### src/pmusc_pkg.sv
// Package of register offsets, field positions, reset values and timing counts.
package pmusc_pkg;
    localparam logic [31:0] PMU_CONTROL_ADDR      = 32'h5000_0040;
    localparam logic [31:0] REGULATOR_TRIM_ADDR   = 32'h5000_0044;
    localparam logic [31:0] STATE_DWELL_ADDR      = 32'h5000_0048;
    localparam logic [31:0] BAT_MON_CTRL_ADDR     = 32'h5000_004C;
    localparam logic [31:0] BAT_MON_TRIM_ADDR     = 32'h5000_0050;
    localparam logic [31:0] BAT_DBNC_SEL_ADDR     = 32'h5000_0054;
    localparam logic [31:0] BAT_DBNC_THR_ADDR     = 32'h5000_0058;
    localparam logic [31:0] VMON_IRQ_ADDR         = 32'h5000_005C;
    localparam logic [31:0] FAULT_ACTION_ADDR     = 32'h5000_002C;

    // Control register fields.
    localparam int CTL_UPDATE       = 31;
    localparam int CTL_DBG_HI       = 29;
    localparam int CTL_DBG_LO       = 25;
    localparam int CTL_CP_OVR       = 24;
    localparam int CTL_KEEP_SLEEP   = 21;
    localparam int CTL_DISCH_HI     = 20;
    localparam int CTL_DISCH_LO     = 19;
    localparam int CTL_DBG_EN       = 17;
    localparam int CTL_SKIP_QUIESCENT_ACKNOWLEDGE    = 16;
    localparam int CTL_LP_CORE      = 13;
    localparam int CTL_BG_LOWIQ     = 12;
    localparam int CTL_LDO_CHOOSE   = 11;
    localparam int CTL_DLP_HI       = 10;
    localparam int CTL_DLP_LO       = 8;
    localparam int CTL_BG_GOOD      = 4;
    localparam int CTL_FAST_BOOT    = 1;
    localparam int CTL_HIBERNATE    = 0;
    localparam logic [31:0] CTL_RESET = 32'h0000_3002;
    localparam logic [31:0] CTL_WMASK = 32'h3F3B_3F02;

    // Fault action register fields.
    localparam int FA_UV_FREEZE     = 31;
    localparam int FA_OV_FREEZE     = 27;
    localparam int FA_UV_SELECT     = 4;
    localparam int FA_OV_SELECT     = 0;
    localparam logic FA_SELECT_RESET = 1'b1;

    // Trim register layout and reset value.
    localparam logic [31:0] TRIM_WMASK = 32'h733F_1FFF;
    localparam logic [31:0] TRIM_RESET = 32'h0000_0084;
    localparam int TRIM_IO_OCP_LO   = 4;
    localparam int TRIM_CORE_OCP_LO = 0;

    // Dwell register layout and reset value.
    localparam logic [31:0] DWELL_WMASK = 32'h0000_FFFF;
    localparam logic [31:0] DWELL_RESET = 32'h0000_4444;
    localparam int DW_SETTLE_LO  = 0;
    localparam int DW_CORE_LO    = 4;
    localparam int DW_IO_LO      = 8;
    localparam int DW_PDOWN_LO   = 12;
    localparam int DW_W          = 4;

    // Low-frequency tick: 16 kHz from the 25 MHz core clock.
    localparam int CORE_CLK_HZ   = 25_000_000;
    localparam int LF_CLK_HZ     = 16_000;
    localparam int LF_DIV        = CORE_CLK_HZ / LF_CLK_HZ;
    localparam logic [3:0] STARTUP_BIAS_TICKS = 4'hC;
    // Cycles the staged-to-applied transfer takes.
    localparam int XFER_CYCLES   = 4;

    typedef enum logic [3:0] {
        PMUSC_ACTIVE,
        PMUSC_WAIT_QUIESCENT_ACKNOWLEDGE,
        PMUSC_PDOWN,
        PMUSC_HIBERNATE,
        PMUSC_STARTUP_BIAS,
        PMUSC_SETTLE,
        PMUSC_CORE_ATTACH,
        PMUSC_IO_ATTACH
    } pmusc_state_t;
endpackage

### src/pmusc_sequencer_control.sv
// Power management sequencer control: register file, update handshake and state sequencer.
//
// Notes on behaviour
// RQ1: under-voltage freeze bit is set-only, locks select.
// RQ2: over-voltage freeze bit is set-only, locks select.
// RQ3: under-voltage: 0 gives hard reset, 1 nothing.
// RQ4: over-voltage: 0 gives hard reset, 1 nothing.
// RQ5: update bit starts transfer, self-clears when done.
// RQ6: software leaves control alone while update busy.
// RQ7: trim, dwell, debug apply only on update.
// RQ8: charge-pump override needs debug enable set.
// RQ9: skip bit bypasses quiescent acknowledge wait.
// RQ10: hibernate request is write-only, reads zero.
// RQ11: software prepares wake hold before hibernate.
// RQ12: fast boot bit selects fast clock on power-up.
// RQ13: read-only flag shows bandgap good.
// RQ14: startup bias wait is fixed twelve ticks.
// RQ15: four dwell fields, reset four, set residence.
// RQ16: core regulator low power in deep sleep.
// RQ17: bandgap low quiescent in deep sleep.
// RQ18: keep core domain on in hibernate if set.
// RQ19: current limit codes go to analog, reset 8/4.
// RQ20: freeze bits clear only on hard reset.
// RQ21: dwell states count ticks to programmed value.
`timescale 1ns/1ps
module pmusc_sequencer_control #(
    parameter int LF_DIV_CYCLES = pmusc_pkg::LF_DIV
) (
    input  wire logic        i_core_clk,        // Core clock, 25 MHz.
    input  wire logic        i_rst,             // Asynchronous reset, active high.
    input  wire logic [31:0] i_addr,            // Register byte address.
    input  wire logic [31:0] i_wdata,           // Write data.
    input  wire logic        i_wr,              // Write strobe.
    input  wire logic        i_rd,              // Read strobe.
    output logic      [31:0] o_rdata,           // Read data, cycle after read strobe.
    input  wire logic        i_undervolt,       // Under-voltage detected.
    input  wire logic        i_overvolt,        // Over-voltage detected.
    input  wire logic        i_bandgap_good,    // Bandgap reported good.
    input  wire logic        i_quiescent_ack,   // Quiescent state acknowledge.
    input  wire logic        i_wake,            // Wake request out of hibernate.
    output logic             o_hard_reset,      // Hard reset request, high while a fault with select zero lasts.
    output logic             o_fast_clock_boot, // Use fast clock on power-up.
    output logic             o_cp_shutdown,     // Charge pump shutdown.
    output logic [4:0]       o_dbg_ctrl,        // Applied debug overrides.
    output logic [1:0]       o_dbg_discharge,   // Applied discharge test bits.
    output logic [2:0]       o_dbg_low_power,   // Applied debug low-power bits.
    output logic [31:0]      o_trim,            // Applied regulator trim word.
    output logic [3:0]       o_io_current_limit,   // Applied io regulator limit.
    output logic [3:0]       o_core_current_limit, // Applied core regulator limit.
    output logic             o_core_lp,         // Core regulator low-power now.
    output logic             o_bandgap_lp,      // Bandgap low-power now.
    output logic             o_core_domain_on,  // Core 1.5V domain enabled.
    output logic             o_core_attached,   // Core supply attached to MCU.
    output logic             o_io_attached,     // Io supply attached to MCU.
    output logic             o_hibernating,     // Chip in hibernate.
    output logic [3:0]       o_state            // Sequencer state.
);
    logic [31:0] ctl_q;
    logic [31:0] trim_q;
    logic [31:0] dwell_q;
    logic [31:0] trim_app_q;
    logic [31:0] dwell_app_q;
    logic [31:0] ctl_app_q;
    logic        uv_freeze_q;
    logic        ov_freeze_q;
    logic        uv_sel_q;
    logic        ov_sel_q;
    logic        busy_q;
    logic [2:0]  xfer_cnt_q;
    logic        hib_req_q;
    logic [15:0] div_q;
    logic        tick_q;
    logic [3:0]  dwell_cnt_q;
    logic        deep_sleep;
    pmusc_pkg::pmusc_state_t state_q;
    pmusc_pkg::pmusc_state_t state_d;

    function automatic logic hit(input logic [31:0] a, input logic [31:0] b);
        hit = (a == b);
    endfunction

    function automatic logic [3:0] dwell_of(input logic [31:0] d, input int lo);
        dwell_of = d[lo +: 4];
    endfunction

    // Register writes; the control register is blocked while an update runs.
    always_ff @(posedge i_core_clk or posedge i_rst)
    begin
        if (i_rst)
        begin
            ctl_q   <= pmusc_pkg::CTL_RESET;
            trim_q  <= pmusc_pkg::TRIM_RESET; // RQ19
            dwell_q <= pmusc_pkg::DWELL_RESET; // RQ15
        end
        else if (i_wr)
        begin
            if (hit(i_addr, pmusc_pkg::PMU_CONTROL_ADDR) && !busy_q) // RQ6
                ctl_q <= i_wdata & pmusc_pkg::CTL_WMASK;
            if (hit(i_addr, pmusc_pkg::REGULATOR_TRIM_ADDR))
                trim_q <= i_wdata & pmusc_pkg::TRIM_WMASK;
            if (hit(i_addr, pmusc_pkg::STATE_DWELL_ADDR))
                dwell_q <= i_wdata & pmusc_pkg::DWELL_WMASK;
        end
    end

    // Fault action select and set-only freezes; freezes leave only on hard reset.
    always_ff @(posedge i_core_clk or posedge i_rst)
    begin
        if (i_rst)
        begin
            uv_freeze_q <= 1'b0; // RQ20
            ov_freeze_q <= 1'b0; // RQ20
            uv_sel_q    <= pmusc_pkg::FA_SELECT_RESET;
            ov_sel_q    <= pmusc_pkg::FA_SELECT_RESET;
        end
        else if (i_wr && hit(i_addr, pmusc_pkg::FAULT_ACTION_ADDR))
        begin
            if (!uv_freeze_q) // RQ1
                uv_sel_q <= i_wdata[pmusc_pkg::FA_UV_SELECT];
            if (!ov_freeze_q) // RQ2
                ov_sel_q <= i_wdata[pmusc_pkg::FA_OV_SELECT];
            uv_freeze_q <= uv_freeze_q | i_wdata[pmusc_pkg::FA_UV_FREEZE]; // RQ1
            ov_freeze_q <= ov_freeze_q | i_wdata[pmusc_pkg::FA_OV_FREEZE]; // RQ2
        end
    end

    // Hard reset request on a voltage fault whose select is zero.
    always_ff @(posedge i_core_clk or posedge i_rst)
    begin
        if (i_rst)
            o_hard_reset <= 1'b0;
        else
            o_hard_reset <= (i_undervolt && !uv_sel_q)  // RQ3
                         || (i_overvolt && !ov_sel_q);  // RQ4
    end

    // Update handshake: staged values move to the applied copies over a fixed transfer.
    always_ff @(posedge i_core_clk or posedge i_rst)
    begin
        if (i_rst)
        begin
            busy_q      <= 1'b0;
            xfer_cnt_q  <= 3'd0;
            trim_app_q  <= pmusc_pkg::TRIM_RESET;
            dwell_app_q <= pmusc_pkg::DWELL_RESET;
            ctl_app_q   <= pmusc_pkg::CTL_RESET;
        end
        else if (!busy_q)
        begin
            if (i_wr && hit(i_addr, pmusc_pkg::PMU_CONTROL_ADDR)
                && i_wdata[pmusc_pkg::CTL_UPDATE])
            begin
                busy_q     <= 1'b1; // RQ5
                xfer_cnt_q <= 3'(pmusc_pkg::XFER_CYCLES - 1);
            end
        end
        else if (xfer_cnt_q == 3'd0)
        begin
            busy_q      <= 1'b0; // RQ5
            trim_app_q  <= trim_q; // RQ7
            dwell_app_q <= dwell_q; // RQ7
            ctl_app_q   <= ctl_q; // RQ7
        end
        else
            xfer_cnt_q <= xfer_cnt_q - 3'd1;
    end

    // Hibernate request is captured as an event, never stored as a readable bit.
    always_ff @(posedge i_core_clk or posedge i_rst)
    begin
        if (i_rst)
            hib_req_q <= 1'b0;
        else if (i_wr && hit(i_addr, pmusc_pkg::PMU_CONTROL_ADDR) && !busy_q
                 && i_wdata[pmusc_pkg::CTL_HIBERNATE])
            hib_req_q <= 1'b1; // RQ10
        else if (state_q == pmusc_pkg::PMUSC_ACTIVE)
            hib_req_q <= 1'b0;
    end

    // Low-frequency tick divider.
    always_ff @(posedge i_core_clk or posedge i_rst)
    begin
        if (i_rst)
        begin
            div_q  <= 16'h0000;
            tick_q <= 1'b0;
        end
        else if (div_q == 16'(LF_DIV_CYCLES - 1))
        begin
            div_q  <= 16'h0000;
            tick_q <= 1'b1;
        end
        else
        begin
            div_q  <= div_q + 16'h0001;
            tick_q <= 1'b0;
        end
    end

    // Sequencer next state.
    always_comb
    begin
        state_d = state_q;
        case (state_q)
            pmusc_pkg::PMUSC_ACTIVE:
                if (hib_req_q)
                    state_d = pmusc_pkg::PMUSC_WAIT_QUIESCENT_ACKNOWLEDGE;
            pmusc_pkg::PMUSC_WAIT_QUIESCENT_ACKNOWLEDGE:
                if (ctl_q[pmusc_pkg::CTL_SKIP_QUIESCENT_ACKNOWLEDGE] || i_quiescent_ack) // RQ9
                    state_d = pmusc_pkg::PMUSC_PDOWN;
            pmusc_pkg::PMUSC_PDOWN:
                if (tick_q && dwell_cnt_q >= dwell_of(dwell_app_q, pmusc_pkg::DW_PDOWN_LO))
                    state_d = pmusc_pkg::PMUSC_HIBERNATE; // RQ21
            pmusc_pkg::PMUSC_HIBERNATE:
                if (i_wake)
                    state_d = pmusc_pkg::PMUSC_STARTUP_BIAS;
            pmusc_pkg::PMUSC_STARTUP_BIAS:
                if (tick_q && dwell_cnt_q >= pmusc_pkg::STARTUP_BIAS_TICKS) // RQ14
                    state_d = pmusc_pkg::PMUSC_SETTLE;
            pmusc_pkg::PMUSC_SETTLE:
                if (tick_q && dwell_cnt_q >= dwell_of(dwell_app_q, pmusc_pkg::DW_SETTLE_LO))
                    state_d = pmusc_pkg::PMUSC_CORE_ATTACH; // RQ15
            pmusc_pkg::PMUSC_CORE_ATTACH:
                if (tick_q && dwell_cnt_q >= dwell_of(dwell_app_q, pmusc_pkg::DW_CORE_LO))
                    state_d = pmusc_pkg::PMUSC_IO_ATTACH; // RQ15
            pmusc_pkg::PMUSC_IO_ATTACH:
                if (tick_q && dwell_cnt_q >= dwell_of(dwell_app_q, pmusc_pkg::DW_IO_LO))
                    state_d = pmusc_pkg::PMUSC_ACTIVE; // RQ15
            default:
                state_d = pmusc_pkg::PMUSC_ACTIVE;
        endcase
    end

    // State register and dwell tick counter, restarted on every state change.
    always_ff @(posedge i_core_clk or posedge i_rst)
    begin
        if (i_rst)
        begin
            state_q     <= pmusc_pkg::PMUSC_ACTIVE;
            dwell_cnt_q <= 4'h0;
        end
        else
        begin
            state_q <= state_d;
            if (state_d != state_q)
                dwell_cnt_q <= 4'h0;
            else if (tick_q && dwell_cnt_q != 4'hF)
                dwell_cnt_q <= dwell_cnt_q + 4'h1; // RQ21
        end
    end

    assign deep_sleep = (state_q == pmusc_pkg::PMUSC_HIBERNATE)
                        && ctl_app_q[pmusc_pkg::CTL_KEEP_SLEEP];

    // Outputs toward the analog part, all registered.
    always_ff @(posedge i_core_clk or posedge i_rst)
    begin
        if (i_rst)
        begin
            o_fast_clock_boot    <= pmusc_pkg::CTL_RESET[pmusc_pkg::CTL_FAST_BOOT];
            o_cp_shutdown        <= 1'b0;
            o_dbg_ctrl           <= 5'h00;
            o_dbg_discharge      <= 2'h0;
            o_dbg_low_power      <= 3'h0;
            o_trim               <= pmusc_pkg::TRIM_RESET;
            o_io_current_limit   <= 4'h8;
            o_core_current_limit <= 4'h4;
            o_core_lp            <= 1'b0;
            o_bandgap_lp         <= 1'b0;
            o_core_domain_on     <= 1'b1;
            o_core_attached      <= 1'b1;
            o_io_attached        <= 1'b1;
            o_hibernating        <= 1'b0;
            o_state              <= 4'h0;
        end
        else
        begin
            o_fast_clock_boot <= ctl_q[pmusc_pkg::CTL_FAST_BOOT]; // RQ12
            o_cp_shutdown     <= ctl_app_q[pmusc_pkg::CTL_DBG_EN]
                                 && ctl_app_q[pmusc_pkg::CTL_CP_OVR]; // RQ8
            o_dbg_ctrl        <= ctl_app_q[pmusc_pkg::CTL_DBG_HI:pmusc_pkg::CTL_DBG_LO]; // RQ7
            o_dbg_discharge   <= ctl_app_q[pmusc_pkg::CTL_DISCH_HI:pmusc_pkg::CTL_DISCH_LO];
            o_dbg_low_power   <= ctl_app_q[pmusc_pkg::CTL_DLP_HI:pmusc_pkg::CTL_DLP_LO];
            o_trim            <= trim_app_q; // RQ7
            o_io_current_limit   <= trim_app_q[pmusc_pkg::TRIM_IO_OCP_LO +: 4]; // RQ19
            o_core_current_limit <= trim_app_q[pmusc_pkg::TRIM_CORE_OCP_LO +: 4]; // RQ19
            o_core_lp         <= deep_sleep && ctl_app_q[pmusc_pkg::CTL_LP_CORE]; // RQ16
            o_bandgap_lp      <= deep_sleep && ctl_app_q[pmusc_pkg::CTL_BG_LOWIQ]; // RQ17
            o_core_domain_on  <= (state_q != pmusc_pkg::PMUSC_HIBERNATE
                                  && state_q != pmusc_pkg::PMUSC_STARTUP_BIAS)
                                 || deep_sleep; // RQ18
            o_core_attached   <= state_q == pmusc_pkg::PMUSC_ACTIVE
                                 || state_q == pmusc_pkg::PMUSC_WAIT_QUIESCENT_ACKNOWLEDGE
                                 || state_q == pmusc_pkg::PMUSC_CORE_ATTACH
                                 || state_q == pmusc_pkg::PMUSC_IO_ATTACH;
            o_io_attached     <= state_q == pmusc_pkg::PMUSC_ACTIVE
                                 || state_q == pmusc_pkg::PMUSC_WAIT_QUIESCENT_ACKNOWLEDGE
                                 || state_q == pmusc_pkg::PMUSC_IO_ATTACH;
            o_hibernating     <= state_q == pmusc_pkg::PMUSC_HIBERNATE;
            o_state           <= 4'(state_q);
        end
    end

    // Read data; the hibernate bit always reads zero and unmapped addresses read zero.
    always_ff @(posedge i_core_clk or posedge i_rst)
    begin
        if (i_rst)
            o_rdata <= 32'h0000_0000;
        else if (!i_rd)
            o_rdata <= 32'h0000_0000;
        else if (hit(i_addr, pmusc_pkg::PMU_CONTROL_ADDR))
        begin
            o_rdata <= ctl_q; // RQ10
            o_rdata[pmusc_pkg::CTL_UPDATE]  <= busy_q; // RQ5
            o_rdata[pmusc_pkg::CTL_BG_GOOD] <= i_bandgap_good; // RQ13
        end
        else if (hit(i_addr, pmusc_pkg::REGULATOR_TRIM_ADDR))
            o_rdata <= trim_q;
        else if (hit(i_addr, pmusc_pkg::STATE_DWELL_ADDR))
            o_rdata <= dwell_q;
        else if (hit(i_addr, pmusc_pkg::FAULT_ACTION_ADDR))
        begin
            o_rdata <= 32'h0000_0000;
            o_rdata[pmusc_pkg::FA_UV_FREEZE] <= uv_freeze_q;
            o_rdata[pmusc_pkg::FA_OV_FREEZE] <= ov_freeze_q;
            o_rdata[pmusc_pkg::FA_UV_SELECT] <= uv_sel_q;
            o_rdata[pmusc_pkg::FA_OV_SELECT] <= ov_sel_q;
        end
        else
            o_rdata <= 32'h0000_0000;
    end
endmodule

### config.mk
export PLATFORM = sky130hd
export DESIGN_NAME = pmusc_sequencer_control
export DESIGN_NICKNAME = d
export VERILOG_FILES = /design/src/pmusc_pkg.sv /design/src/pmusc_sequencer_control.sv
export SDC_FILE = /design/constraint.sdc
export NUM_CORES = 1
export LEC_CHECK = 0
export BUFFER_PORTS_ARGS = -buffer_cell sky130_fd_sc_hd__buf_2
export CAP_MARGIN = 20
export CORE_MARGIN = 1
export CORE_UTILIZATION = 56
export DETAILED_ROUTE_END_ITERATION = 10
export HOLD_SLACK_MARGIN = 0.12
export PLACE_DENSITY = 0.8
export SYNTH_ARGS = -nofsm -noshare
export SYNTH_HDL_FRONTEND = slang
export SYNTH_SLANG_ARGS = --single-unit
### constraint.sdc
create_clock -name i_core_clk -period 8 [get_ports i_core_clk]
set_input_delay 1.2 -clock i_core_clk [delete_from_list [all_inputs] [get_ports i_core_clk]]
set_output_delay 1.2 -clock i_core_clk [all_outputs]
set_load 0.05 [all_outputs]
==> qor.yml <==
regArea_sq_mm: 0.00564
hp-start: "trim_app_q[2]"
clk_pin_slew_ps: 60
cpLargestDelayFamily: "simple AND/OR/NAND/NOR gates"
grt_pass1_wl_um: 29700
cts_tree: "done"
ys.flop_type: "dfrtp_1"
finalCriticalPeriod_ps: 3450
drt-wirelength-per-cell_um: 18.0
start_util: 0.577
cp.required_ps: 8400
finalHoldViolCount: 0
grt_usage: 0.228
cts_root_buf: "clkbuf_16"
drtPass1Iterations: 5
multi_input_area_sq_mm: 0.00320
core-area_sq_mm: 0.0159
skew_ps: 7.70
cp_num_buf_inv: 1
holdPathEnd: "o_core_current_limit[2]"
final_cell_mix: "199 x dfrtp_1, 155 x buf_2, 83 x mux2_2, 31 x inv_1, 30 x nor2_1"
grt_start_max_net_pins: 140
mostFrequentLayoutCell: "dfrtp_1"
relSlewSlack: 0.389
reg2reg_depth: 8
final_max_slew_viol_count: 0
post_cts_buffers: 0
regToRegSetupSlack_ps: 5350
num_rows: 46
antenna_found_initial: 1
die_h_um: 130
dp_slack_ps: 4010
startpoint_type: "input pin"
status: "finished clean"
critPathKind: "input pin to flop"
fp.dieW_um: 130
hold_buffers: 0
dp_hpwl_um: 12400
r2r_start: "dwell_cnt_q[0]"
finalSetupViolations: 0
hold_path_depth: 0
met3_usage: 0.0390
vias: 5702
drcViolationCount: 0
viasPerCell: 5.49
rr_endpoint: "dwell_cnt_q[0]"
cts_num_sinks: 224
async_flop_share: 1.00
cts_resized: 0
numCtsBuffers: 23
syn_area_sq_mm: 0.00920
grtUsageMet2: 0.390
slowest_stage: "and2_1"
design.die.area_sq_mm: 0.0169
synth_cells: 655
tns_ps: 0
hold_path.class: "flop to flop"
cts_max_level: 1
drt_iter0_drc: 343
avgSynthCellArea_sq_um: 14.0
worstMarginPinSlew_ps: 916
gp_congestion: 0.816
leakage_nw: 5.71
nNetsFinal: 899
slowest_delay_ps: 770
grt_pass1_vias: 5852
cp.arrival_ps: 3840
clk_path_buf_depth: 3
insertion_delay_ps: 510
path_cells: "buf_2, nor4_2, nand4_2, nor2_4, and2_1, nand2_4, mux2_4"
ys_seq_area_frac: 0.613
gr-usage-met1: 0.293
post-route-period-util: 0.431
grt.busiest_layer: "met2"
portBuffers: 155
syn2layout_area_growth_pct: 17.9
max_freq_ghz: 0.290
overflow: 0
peakVddDrop_v: 0.000151
drive_above_1_share: 0.428
setup_slack_ps: 4550
yosys_warnings: 0
cp_max_fo: 24
rsz0062_at_grt: "false"
ios: 168
cp-end-kind: "flop"
ant_nets: 0
synth_edf_count: 0
synth-seq-cells: 224
maxCapViolCount: 0
drt-total-wl_um: 18700
n_fill_cell: 1107
p_per_area_mw_per_mm2: 212
synth_cell_types: 67
registers in the layout, summed over array words and instances (netlist names), 4 cells and up:
| register | count |
|---|---|
| dwell_q | 16 |
| o_trim | 18 |
| div_q | 16 |
| dwell_app_q | 16 |
| ctl_q | 18 |
| o_dbg_ctrl | 5 |
| state_q | 4 |
| trim_app_q | 24 |
| ctl_app_q | 15 |
| dwell_cnt_q | 4 |
| trim_q | 24 |
| o_rdata | 30 |
| o_state | 4 |
power by group:
part | switching [mW] | total, mW | internal (mW)
registers | 0.000857 | 1.14 | 1.14
logic | 0.0514 | 0.0704 | 0.0190
clock network | 0.436 | 1.09 | 0.652
total | 0.488 | 2.29 | 1.81
worst register-to-register path, delay by kind of cell (launching register included):
family / cells / cell delay (ps)
and+or+nand+nor: 2 / 250
AOI/OAI and AO/OA: 4 / 1420
buffers and inverters: 1 / 190
adders and majority gates: 1 / 270
DFF: 1 / 400
worst max-delay path by stage:
stage | start | end | slack [ps] | depth (start not counted)
after detailed placement | i_addr[8] | trim_q[12] | 4010 | 7
final | i_addr[8] | trim_q[10] | 4550 | 7
after CTS | i_addr[8] | trim_q[10] | 4560 | 7
after global routing | i_addr[13] | trim_q[10] | 4390 | 7
after global placement | i_addr[8] | trim_q[18] | 4110 | 7
after floorplan | i_rst | busy_q | 710 | 1
layer usage:
layer / up-vias / wire length (um)
met5: - / 11
met4: 2 / 435
met3: 39 / 1100
met2: 203 / 9430
met1: 2876 / 7710
li1: 2582 / -
synth_stat cells, types with 2 or more instances:
| library cell | instances | area (sq um) |
|---|---|---|
| nor3b_1 | 2 | 15.0 |
| and3_1 | 7 | 43.8 |
| buf_2 | 4 | 20.0 |
| a22oi_1 | 18 | 135 |
| nor4b_1 | 2 | 17.5 |
| a222oi_1 | 7 | 70.1 |
| o21ai_0 | 7 | 35.0 |
| nor4_1 | 4 | 25.0 |
| o211ai_1 | 2 | 15.0 |
| xor2_1 | 10 | 87.6 |
| nor4b_2 | 2 | 30.0 |
| mux2i_1 | 3 | 30.0 |
| o31ai_1 | 2 | 15.0 |
| buf_4 | 20 | 150 |
| nand3b_1 | 3 | 22.5 |
| nor2b_1 | 14 | 87.6 |
| and2_1 | 9 | 56.3 |
| nand2_1 | 14 | 52.6 |
| nor2_1 | 30 | 113 |
| a31o_2 | 3 | 26.3 |
| a21oi_1 | 4 | 20.0 |
| dfstp_2 | 25 | 657 |
| mux2_1 | 4 | 45.0 |
| o21a_1 | 2 | 15.0 |
| nor4_2 | 2 | 25.0 |
| mux2_4 | 29 | 435 |
| nor3_1 | 10 | 50.1 |
| mux2_2 | 83 | 935 |
| inv_1 | 32 | 120 |
| xnor2_1 | 8 | 70.1 |
| ha_1 | 21 | 263 |
| a21o_1 | 2 | 15.0 |
| dfrtp_1 | 199 | 4980 |
| buf_6 | 3 | 33.8 |
| nand3_1 | 11 | 55.1 |
| nand2b_1 | 7 | 43.8 |
| or3_1 | 2 | 12.5 |
| nand4_1 | 5 | 31.3 |
| clkbuf_1 | 15 | 56.3 |
cell type report:
| cell class | instances | share of cell area |
|---|---|---|
| inverters | 32 | 0.0118 |
| multi-input cells | 365 | 0.295 |
| well taps | 216 | 0.0249 |
| diodes | 1 | 0.000231 |
| clock buffers | 31 | 0.0614 |
| clock inverters | 11 | 0.0113 |
| flip-flops and latches | 224 | 0.520 |
| repair buffers | 159 | 0.0761 |
cell families (layout without fill, tap and decap cells):
family / Yosys count / after routing / synth area share
compound gates: 60 / 60 / 0.0498
xor+xnor: 18 / 18 / 0.0171
fa+ha+maj: 21 / 21 / 0.0286
buf+inv: 76 / 233 / 0.0439
flops: 224 / 224 / 0.613
mux: 119 / 119 / 0.157
other cells: 1 / 12 / 0.000408
simple gates: 136 / 136 / 0.0902
metrics by stage:
| step | power [mW] | instances | hold WS [ps] | cell area (sq um) | utilization |
|---|---|---|---|---|---|
| after floorplan | 1.20 | 665 | 349 | 9240 | - |
| after global placement | 1.22 | 995 | 355 | 10000 | 0.629 |
| after global routing | 2.37 | 1038 | 372 | 10800 | 0.680 |
| final | 2.29 | 1039 | 366 | 10800 | 0.680 |
| after detailed placement | 1.23 | 995 | 358 | 10000 | 0.629 |
| after CTS | 2.31 | 1037 | 366 | 10800 | 0.679 |
Power figures use the tool's default switching activity.
